### src/common/arb_host_pkg.sv
// constants and state encodings for the priority-arbitration host side
package arb_host_pkg;

  localparam int unsigned CLOCK_MHZ  = 250;
  localparam int unsigned DESKEW_NS  = 75;
  // least time, rounded up to whole clock periods
  localparam int unsigned DESKEW_CYC = (DESKEW_NS * CLOCK_MHZ + 999) / 1000;
  localparam int unsigned CNT_W      = 5;
  localparam logic [CNT_W-1:0] CNT_ZERO = 5'h00;
  localparam logic [CNT_W-1:0] CNT_ONE  = 5'h01;
  localparam logic [CNT_W-1:0] CNT_LAST = CNT_W'(DESKEW_CYC - 1);
  localparam int unsigned VEC_W      = 16;
  localparam logic [VEC_W-1:0] VEC_ZERO = 16'h0000;

  typedef enum logic [2:0] {
    M_IDLE      = 3'b000,
    M_REQ       = 3'b001,
    M_BUSY_WAIT = 3'b010,
    M_SYNC_WAIT = 3'b011,
    M_REPLY     = 3'b100,
    M_DROP      = 3'b101,
    M_TAIL      = 3'b110
  } master_state_e;

  typedef enum logic [1:0] {
    F_IDLE   = 2'b00,
    F_DESKEW = 2'b01,
    F_HOLD   = 2'b10,
    F_AUTH   = 2'b11
  } fielder_state_e;

endpackage : arb_host_pkg

### src/hdl/arb_host.sv
// interrupting bus master and interrupt fielding processor for the arbiter
// Overview of operation
// - requester answers grant with acknowledge and drops its request in the same clock.
// - a far-end terminator may acknowledge grants to avoid the timeout.
// - acknowledged requester waits for bus-busy low, then asserts it.
// - only a level-granted master may drive an interrupt vector.
// - master raises interrupt strobe only with slave-sync seen low.
// - acknowledge drops only after strobe raised and grant seen removed.
// - if strobe already done, acknowledge drops once grant removal seen.
// - processor waits 75 ns on strobe, latches vector, sets slave-sync.
// - on slave-sync: remove vector, then drop strobe, then bus-busy.
// - processor drops slave-sync when the strobe is seen negated.
// - processor signals level grants allowed after its new level is set.
// - at most one interrupt transaction per level grant.
// - master waits 75 ns after its last strobe before releasing bus-busy.
// - acknowledge is negated before bus-busy is negated.
// - release without interrupt is passive; transfers as direct master.
`timescale 1ns/1ps
module arb_host (
  input  wire logic                           clock_i,
  input  wire logic                           rst_n_i,
  // user side of the interrupting master
  input  wire logic                           irq_start_i,
  input  wire logic [arb_host_pkg::VEC_W-1:0] irq_vector_i,
  output logic                                irq_busy_o,
  output logic                                irq_done_o,
  // user side of the fielding processor
  input  wire logic                           level_set_i,
  output logic [arb_host_pkg::VEC_W-1:0]      fielded_vector_o,
  output logic                                fielded_valid_o,
  output logic                                level_grant_enable_o,
  // bus lines, open drain
  input  wire logic                           level_grant_i,
  input  wire logic                           level_request_i,
  output logic                                level_request_o,
  output logic                                level_request_oe_n_o,
  input  wire logic                           selection_acknowledge_i,
  output logic                                selection_acknowledge_o,
  output logic                                selection_acknowledge_oe_n_o,
  input  wire logic                           bus_busy_i,
  output logic                                bus_busy_o,
  output logic                                bus_busy_oe_n_o,
  input  wire logic                           interrupt_strobe_i,
  output logic                                interrupt_strobe_o,
  output logic                                interrupt_strobe_oe_n_o,
  input  wire logic                           slave_sync_i,
  output logic                                slave_sync_o,
  output logic                                slave_sync_oe_n_o,
  input  wire logic [arb_host_pkg::VEC_W-1:0] data_i,
  output logic [arb_host_pkg::VEC_W-1:0]      data_o,
  output logic                                data_oe_n_o
);

  typedef struct packed {
    arb_host_pkg::master_state_e    m_state;
    logic [arb_host_pkg::CNT_W-1:0] m_cnt;
    logic                           lreq;
    logic                           ack;
    logic                           busy;
    logic                           strobe;
    logic                           drive;
    logic                           strobe_sent;
    logic                           done;
    logic [arb_host_pkg::VEC_W-1:0] vector;
    arb_host_pkg::fielder_state_e   f_state;
    logic [arb_host_pkg::CNT_W-1:0] f_cnt;
    logic                           sync;
    logic                           grant_en;
    logic                           f_valid;
    logic [arb_host_pkg::VEC_W-1:0] f_vector;
  } host_state_s;

  host_state_s s_q;
  host_state_s s_d;

  always_comb begin
    s_d       = s_q;
    s_d.done  = 1'b0;
    s_d.f_valid = 1'b0;

    // interrupting master
    case (s_q.m_state)
      arb_host_pkg::M_IDLE: begin
        if (irq_start_i) begin
          s_d.vector      = irq_vector_i;
          s_d.lreq        = 1'b1;
          s_d.strobe_sent = 1'b0;
          s_d.m_state     = arb_host_pkg::M_REQ;
        end
      end
      arb_host_pkg::M_REQ: begin
        // grant lost to timeout: keep requesting
        if (level_grant_i) begin
          s_d.ack     = 1'b1;
          s_d.lreq    = 1'b0;
          s_d.m_state = arb_host_pkg::M_BUSY_WAIT;
        end
      end
      arb_host_pkg::M_BUSY_WAIT: begin
        if (!bus_busy_i) begin
          s_d.busy    = 1'b1;
          s_d.drive   = 1'b1;
          s_d.m_state = arb_host_pkg::M_SYNC_WAIT;
        end
      end
      arb_host_pkg::M_SYNC_WAIT: begin
        if (!slave_sync_i && !s_q.strobe_sent) begin
          s_d.strobe      = 1'b1;
          s_d.strobe_sent = 1'b1;
          s_d.m_state   = arb_host_pkg::M_REPLY;
        end
      end
      arb_host_pkg::M_REPLY: begin
        if (slave_sync_i) begin
          s_d.drive   = 1'b0;
          s_d.m_state = arb_host_pkg::M_DROP;
        end
      end
      arb_host_pkg::M_DROP: begin
        s_d.strobe  = 1'b0;
        s_d.m_cnt   = arb_host_pkg::CNT_ZERO;
        s_d.m_state = arb_host_pkg::M_TAIL;
      end
      arb_host_pkg::M_TAIL: begin
        if (s_q.m_cnt != arb_host_pkg::CNT_LAST) begin
          s_d.m_cnt = s_q.m_cnt + arb_host_pkg::CNT_ONE;
        end else if (!s_q.ack) begin
          s_d.busy    = 1'b0;
          s_d.done    = 1'b1;
          s_d.m_state = arb_host_pkg::M_IDLE;
        end
      end
      default: begin
        s_d.m_state = arb_host_pkg::M_IDLE;
      end
    endcase

    // acknowledge release: strobe done and grant seen removed
    if (s_q.ack && s_q.strobe_sent && !level_grant_i) begin
      s_d.ack = 1'b0;
    end

    // interrupt fielding processor
    case (s_q.f_state)
      arb_host_pkg::F_IDLE: begin
        if (interrupt_strobe_i) begin
          s_d.grant_en = 1'b0;
          s_d.f_cnt    = arb_host_pkg::CNT_ZERO;
          s_d.f_state  = arb_host_pkg::F_DESKEW;
        end
      end
      arb_host_pkg::F_DESKEW: begin
        if (s_q.f_cnt != arb_host_pkg::CNT_LAST) begin
          s_d.f_cnt = s_q.f_cnt + arb_host_pkg::CNT_ONE;
        end else begin
          s_d.f_vector = data_i;
          s_d.f_valid  = 1'b1;
          s_d.sync     = 1'b1;
          s_d.f_state  = arb_host_pkg::F_HOLD;
        end
      end
      arb_host_pkg::F_HOLD: begin
        if (!interrupt_strobe_i) begin
          s_d.sync    = 1'b0;
          s_d.f_state = arb_host_pkg::F_AUTH;
        end
      end
      arb_host_pkg::F_AUTH: begin
        if (level_set_i) begin
          s_d.grant_en = 1'b1;
          s_d.f_state  = arb_host_pkg::F_IDLE;
        end
      end
      default: begin
        s_d.f_state = arb_host_pkg::F_IDLE;
      end
    endcase
  end

  always_ff @(posedge clock_i or negedge rst_n_i) begin
    if (!rst_n_i) begin
      s_q.m_state   <= arb_host_pkg::M_IDLE;
      s_q.m_cnt     <= arb_host_pkg::CNT_ZERO;
      s_q.lreq      <= 1'b0;
      s_q.ack         <= 1'b0;
      s_q.busy        <= 1'b0;
      s_q.strobe      <= 1'b0;
      s_q.drive       <= 1'b0;
      s_q.strobe_sent <= 1'b0;
      s_q.done      <= 1'b0;
      s_q.vector    <= arb_host_pkg::VEC_ZERO;
      s_q.f_state   <= arb_host_pkg::F_IDLE;
      s_q.f_cnt     <= arb_host_pkg::CNT_ZERO;
      s_q.sync      <= 1'b0;
      s_q.grant_en  <= 1'b1;
      s_q.f_valid   <= 1'b0;
      s_q.f_vector  <= arb_host_pkg::VEC_ZERO;
    end else begin
      s_q <= s_d;
    end
  end

  assign irq_busy_o                   = (s_q.m_state != arb_host_pkg::M_IDLE);
  assign irq_done_o                   = s_q.done;
  assign fielded_vector_o             = s_q.f_vector;
  assign fielded_valid_o              = s_q.f_valid;
  assign level_grant_enable_o         = s_q.grant_en;
  assign level_request_o              = s_q.lreq;
  assign level_request_oe_n_o         = !s_q.lreq;
  assign selection_acknowledge_o      = s_q.ack;
  assign selection_acknowledge_oe_n_o = !s_q.ack;
  assign bus_busy_o                   = s_q.busy;
  assign bus_busy_oe_n_o              = !s_q.busy;
  assign interrupt_strobe_o           = s_q.strobe;
  assign interrupt_strobe_oe_n_o      = !s_q.strobe;
  assign slave_sync_o                 = s_q.sync;
  assign slave_sync_oe_n_o            = !s_q.sync;
  assign data_o                       = s_q.drive ? s_q.vector
                                                  : arb_host_pkg::VEC_ZERO;
  assign data_oe_n_o                  = !s_q.drive;
endmodule : arb_host

### config.mk
export PLATFORM = sky130hd
export DESIGN_NAME = arb_host
export DESIGN_NICKNAME = d
export VERILOG_FILES = /design/src/common/arb_host_pkg.sv /design/src/hdl/arb_host.sv
export SDC_FILE = /design/constraint.sdc
export NUM_CORES = 1
export LEC_CHECK = 0
export ABC_AREA = 1
export BUFFER_PORTS_ARGS = -buffer_cell sky130_fd_sc_hd__buf_2
export CAP_MARGIN = 20
export CORE_UTILIZATION = 55
export DETAILED_ROUTE_END_ITERATION = 7
export GPL_TIMING_DRIVEN = 0
export PLACE_DENSITY = 0.85
export SYNTH_ARGS = -nofsm -noshare
export SYNTH_HDL_FRONTEND = slang
export SYNTH_SLANG_ARGS = --single-unit
### constraint.sdc
create_clock -name clock_i -period 3.2 [get_ports clock_i]
set_input_delay 0.48 -clock clock_i [delete_from_list [all_inputs] [get_ports clock_i]]
set_output_delay 0.48 -clock clock_i [all_outputs]
set_load 0.01 [all_outputs]
==> run metrics <==
status=complete, no violations; clock share of power=0.234; fraction of layout instances using a drive strength above 1=0.279; final hold violations=0; RSZ-0062 raised after global routing=no; crit start category=flop; Post-Route WL=6030 um; # rows=26; Port Buffers=85; area post-placement=3450 sq um; CORE AREA=5110 sq um; Placed Instances=531; slew at the pin with the worst max-slew slack=0.566 ns; initial antenna violation count=0; worst stage delay on the critical path=0.37 ns; DR pass1 iterations=4; register area=1430 sq um; commonest non-fill, non-tap cell in the layout=nand2_1; setup bufs post-CTS=0; top cells by area, synth=dfrtp_1 48%, nand2_1 19%, nand3_1 6.3%, inv_1 5.7%, buf_4 5.1%; hpwl dp=4370 um; multi-input logic area=1120 sq um; Worst Path Class, Setup=reg2out; Clock transition at path regs=0.07 ns; CTS buffer count=9; clk_skew=0.0104 ns; n_diodes=0; Skew-Pair Late Insertion Delay=0.34 ns; CTS tree=built; Die X=74.8 um; Power Dens Cells=778 nW/um^2; Peak VDD IR=0.573 mV; die area=5600 sq um; post-synthesis instance total=375; Final Cell Area=3650 sq um; remaining global-route overflow=0; hold slack=0.129 ns; pin count of the biggest net entering global routing=33; Int Pwr=0.00170 W; Sw Share=0.401; most frequent cells in the layout=145 x nand2_1, 87 x buf_2, 56 x dfrtp_1; sequential cell fraction of total power=0.366; first-pass GRT wire length=9690 um; Max Buffers Root-to-Sink=2; Max Clock Freq=479 MHz; Vias/cell=4.82; die height=74.8 um; Tot GR Track Use=0.232; syn avg cell area=7.78 sq um; Yosys cell types=28; switching pwr=0.00114 W; vias in the first global route=2,311; antenna-violating nets left=0; #FFs+latches synth=57; Ports=89; Worst EP arrival=1.61 ns; filler cell count=422; initial DRC count=139; final setup fails=0; crit-path most repeated cell=clkbuf_1; initial core utilization=0.571; total negative slack=0 ns; max-cap violations=0; top cell type's share of synthesized area=0.480; worst path cell trace=clkbuf_1, clkbuf_1, nand2_1, inv_1, buf_2; cts repair resizes=0; Mapped Area=2920 sq um; crit end category=output port; Syn Nets=425; dominant cell type by area after synthesis=dfrtp_1; CTS H-tree lvls=3; clock tree root driver cell=clkbuf_8; sequential share of the synthesized area=0.489; Finished Layout Cells=547; vias=2,638; Avg WL per Cell=11.0 um; Critical-path top delay cell=clkbuf_1; final count of pins violating max slew=0; Final Critical Period=2.09 ns; Pleak=2.09 nW; Max-slew headroom=0.622; final cycle utilization of the critical path=0.652; Critical Path RT=2.72 ns; Synth-to-Final Area Change=25.0%; critical path fanouts, max=10; Yosys Warn Count=0; Hold WC Path Type=in2async; Net count, final=522; routability cong.=0.863; hold buffer count at CTS=0; number of clock sinks=57; Combinational Power Share=0.401; DRC viols=0
-- metrics by stage --
stage	power (W)	util	setup slack (ns)
finish	0.00284	0.714	1.11
global route	0.00307	0.714	0.939
detailed placement	0.00218	0.676	1.45
CTS	0.00285	0.714	1.07
floorplan	0.00182	-	1.74
global placement	0.00212	0.672	1.47
-- kinds of logic (layout without fill, tap and decap cells) --
| group | count (synthesis) | in the layout | share of synthesized area |
|---|---|---|---|
| compound gates | 19 | 19 | 0.0356 |
| xor+xnor | 2 | 2 | 0.00600 |
| fa+ha+maj | 8 | 8 | 0.0343 |
| buf+inv | 73 | 175 | 0.126 |
| flops | 57 | 57 | 0.489 |
| simple gates | 216 | 216 | 0.309 |
-- cell type report --
cell class,instances,area share
Sequential cell,57,0.392
Multi-Input combinational cell,245,0.308
Inverter,45,0.0463
Tap cell,70,0.0240
Timing Repair Buffer,86,0.122
Clock buffer,9,0.0340
Buffer,28,0.0542
Clock inverter,7,0.0196
-- cell usage after synthesis (all sizes together) --
cell type	n
o21a	1
or2	1
xor2	1
o21bai	1
clkbuf	4
nor2	24
dfrtp	56
buf	24
dfstp	1
o211ai	1
nand2	147
xnor2	1
inv	45
o21ai	12
nand4	2
nand3	38
nor3	2
o22ai	1
ha	8
nand3b	2
a21oi	3
-- worst paths after layout --
kind / cells past startpoint / end / slack (ns) / start
setup / recovery: 5 / data_o[9] / 1.11 / s_q[44]
hold / removal: 1 / s_q[34] / 0.13 / rst_n_i
setup reg to reg: 8 / fielded_vector_o[13] / 1.45 / s_q[25]
hold reg to reg: 2 / s_q[32] / 0.47 / s_q[32]
max in group asynchronous: 2 / level_grant_enable_o / 2.44 / rst_n_i
min in group clock_i: 3 / fielded_vector_o[6] / 0.33 / data_i[6]
-- worst max-delay path: cells and delay by family (launching register included) --
| kind | cells | cell delay [ns] |
|---|---|---|
| buffers and inverters | 4 | 0.86 |
| flip-flops | 1 | 0.33 |
| AND/OR/NAND/NOR | 1 | 0.09 |
-- per-layer routing --
metal | up-vias | wire length, um | GRT usage
met5 | - | 0 | 0
met4 | 0 | 98 | 0.0901
met3 | 12 | 281 | 0.0696
met2 | 76 | 3050 | 0.393
met1 | 1220 | 2600 | 0.278
li1 | 1330 | - | -
-- state kept, by name, summed over array words and instances, names as in the netlist --
| name | count |
|---|---|
| level_request_o | 1 |
| s_q | 33 |
| fielded_valid_o | 1 |
| level_grant_enable_o | 1 |
| slave_sync_o | 1 |
| bus_busy_o | 1 |
| irq_done_o | 1 |
| fielded_vector_o | 16 |
| selection_acknowledge_o | 1 |
| interrupt_strobe_o | 1 |
-- power by group through the flow --
stage	clock network [W]	logic, W	registers (W)
after detailed placement	0	0.00113	0.00105
final	0.000663	0.00114	0.00104
after global routing	0.000704	0.00131	0.00106
after global placement	0	0.00108	0.00104
after floorplan	0	0.000778	0.00104
after CTS	0.000668	0.00114	0.00104
Power figures use the tool's default switching activity.
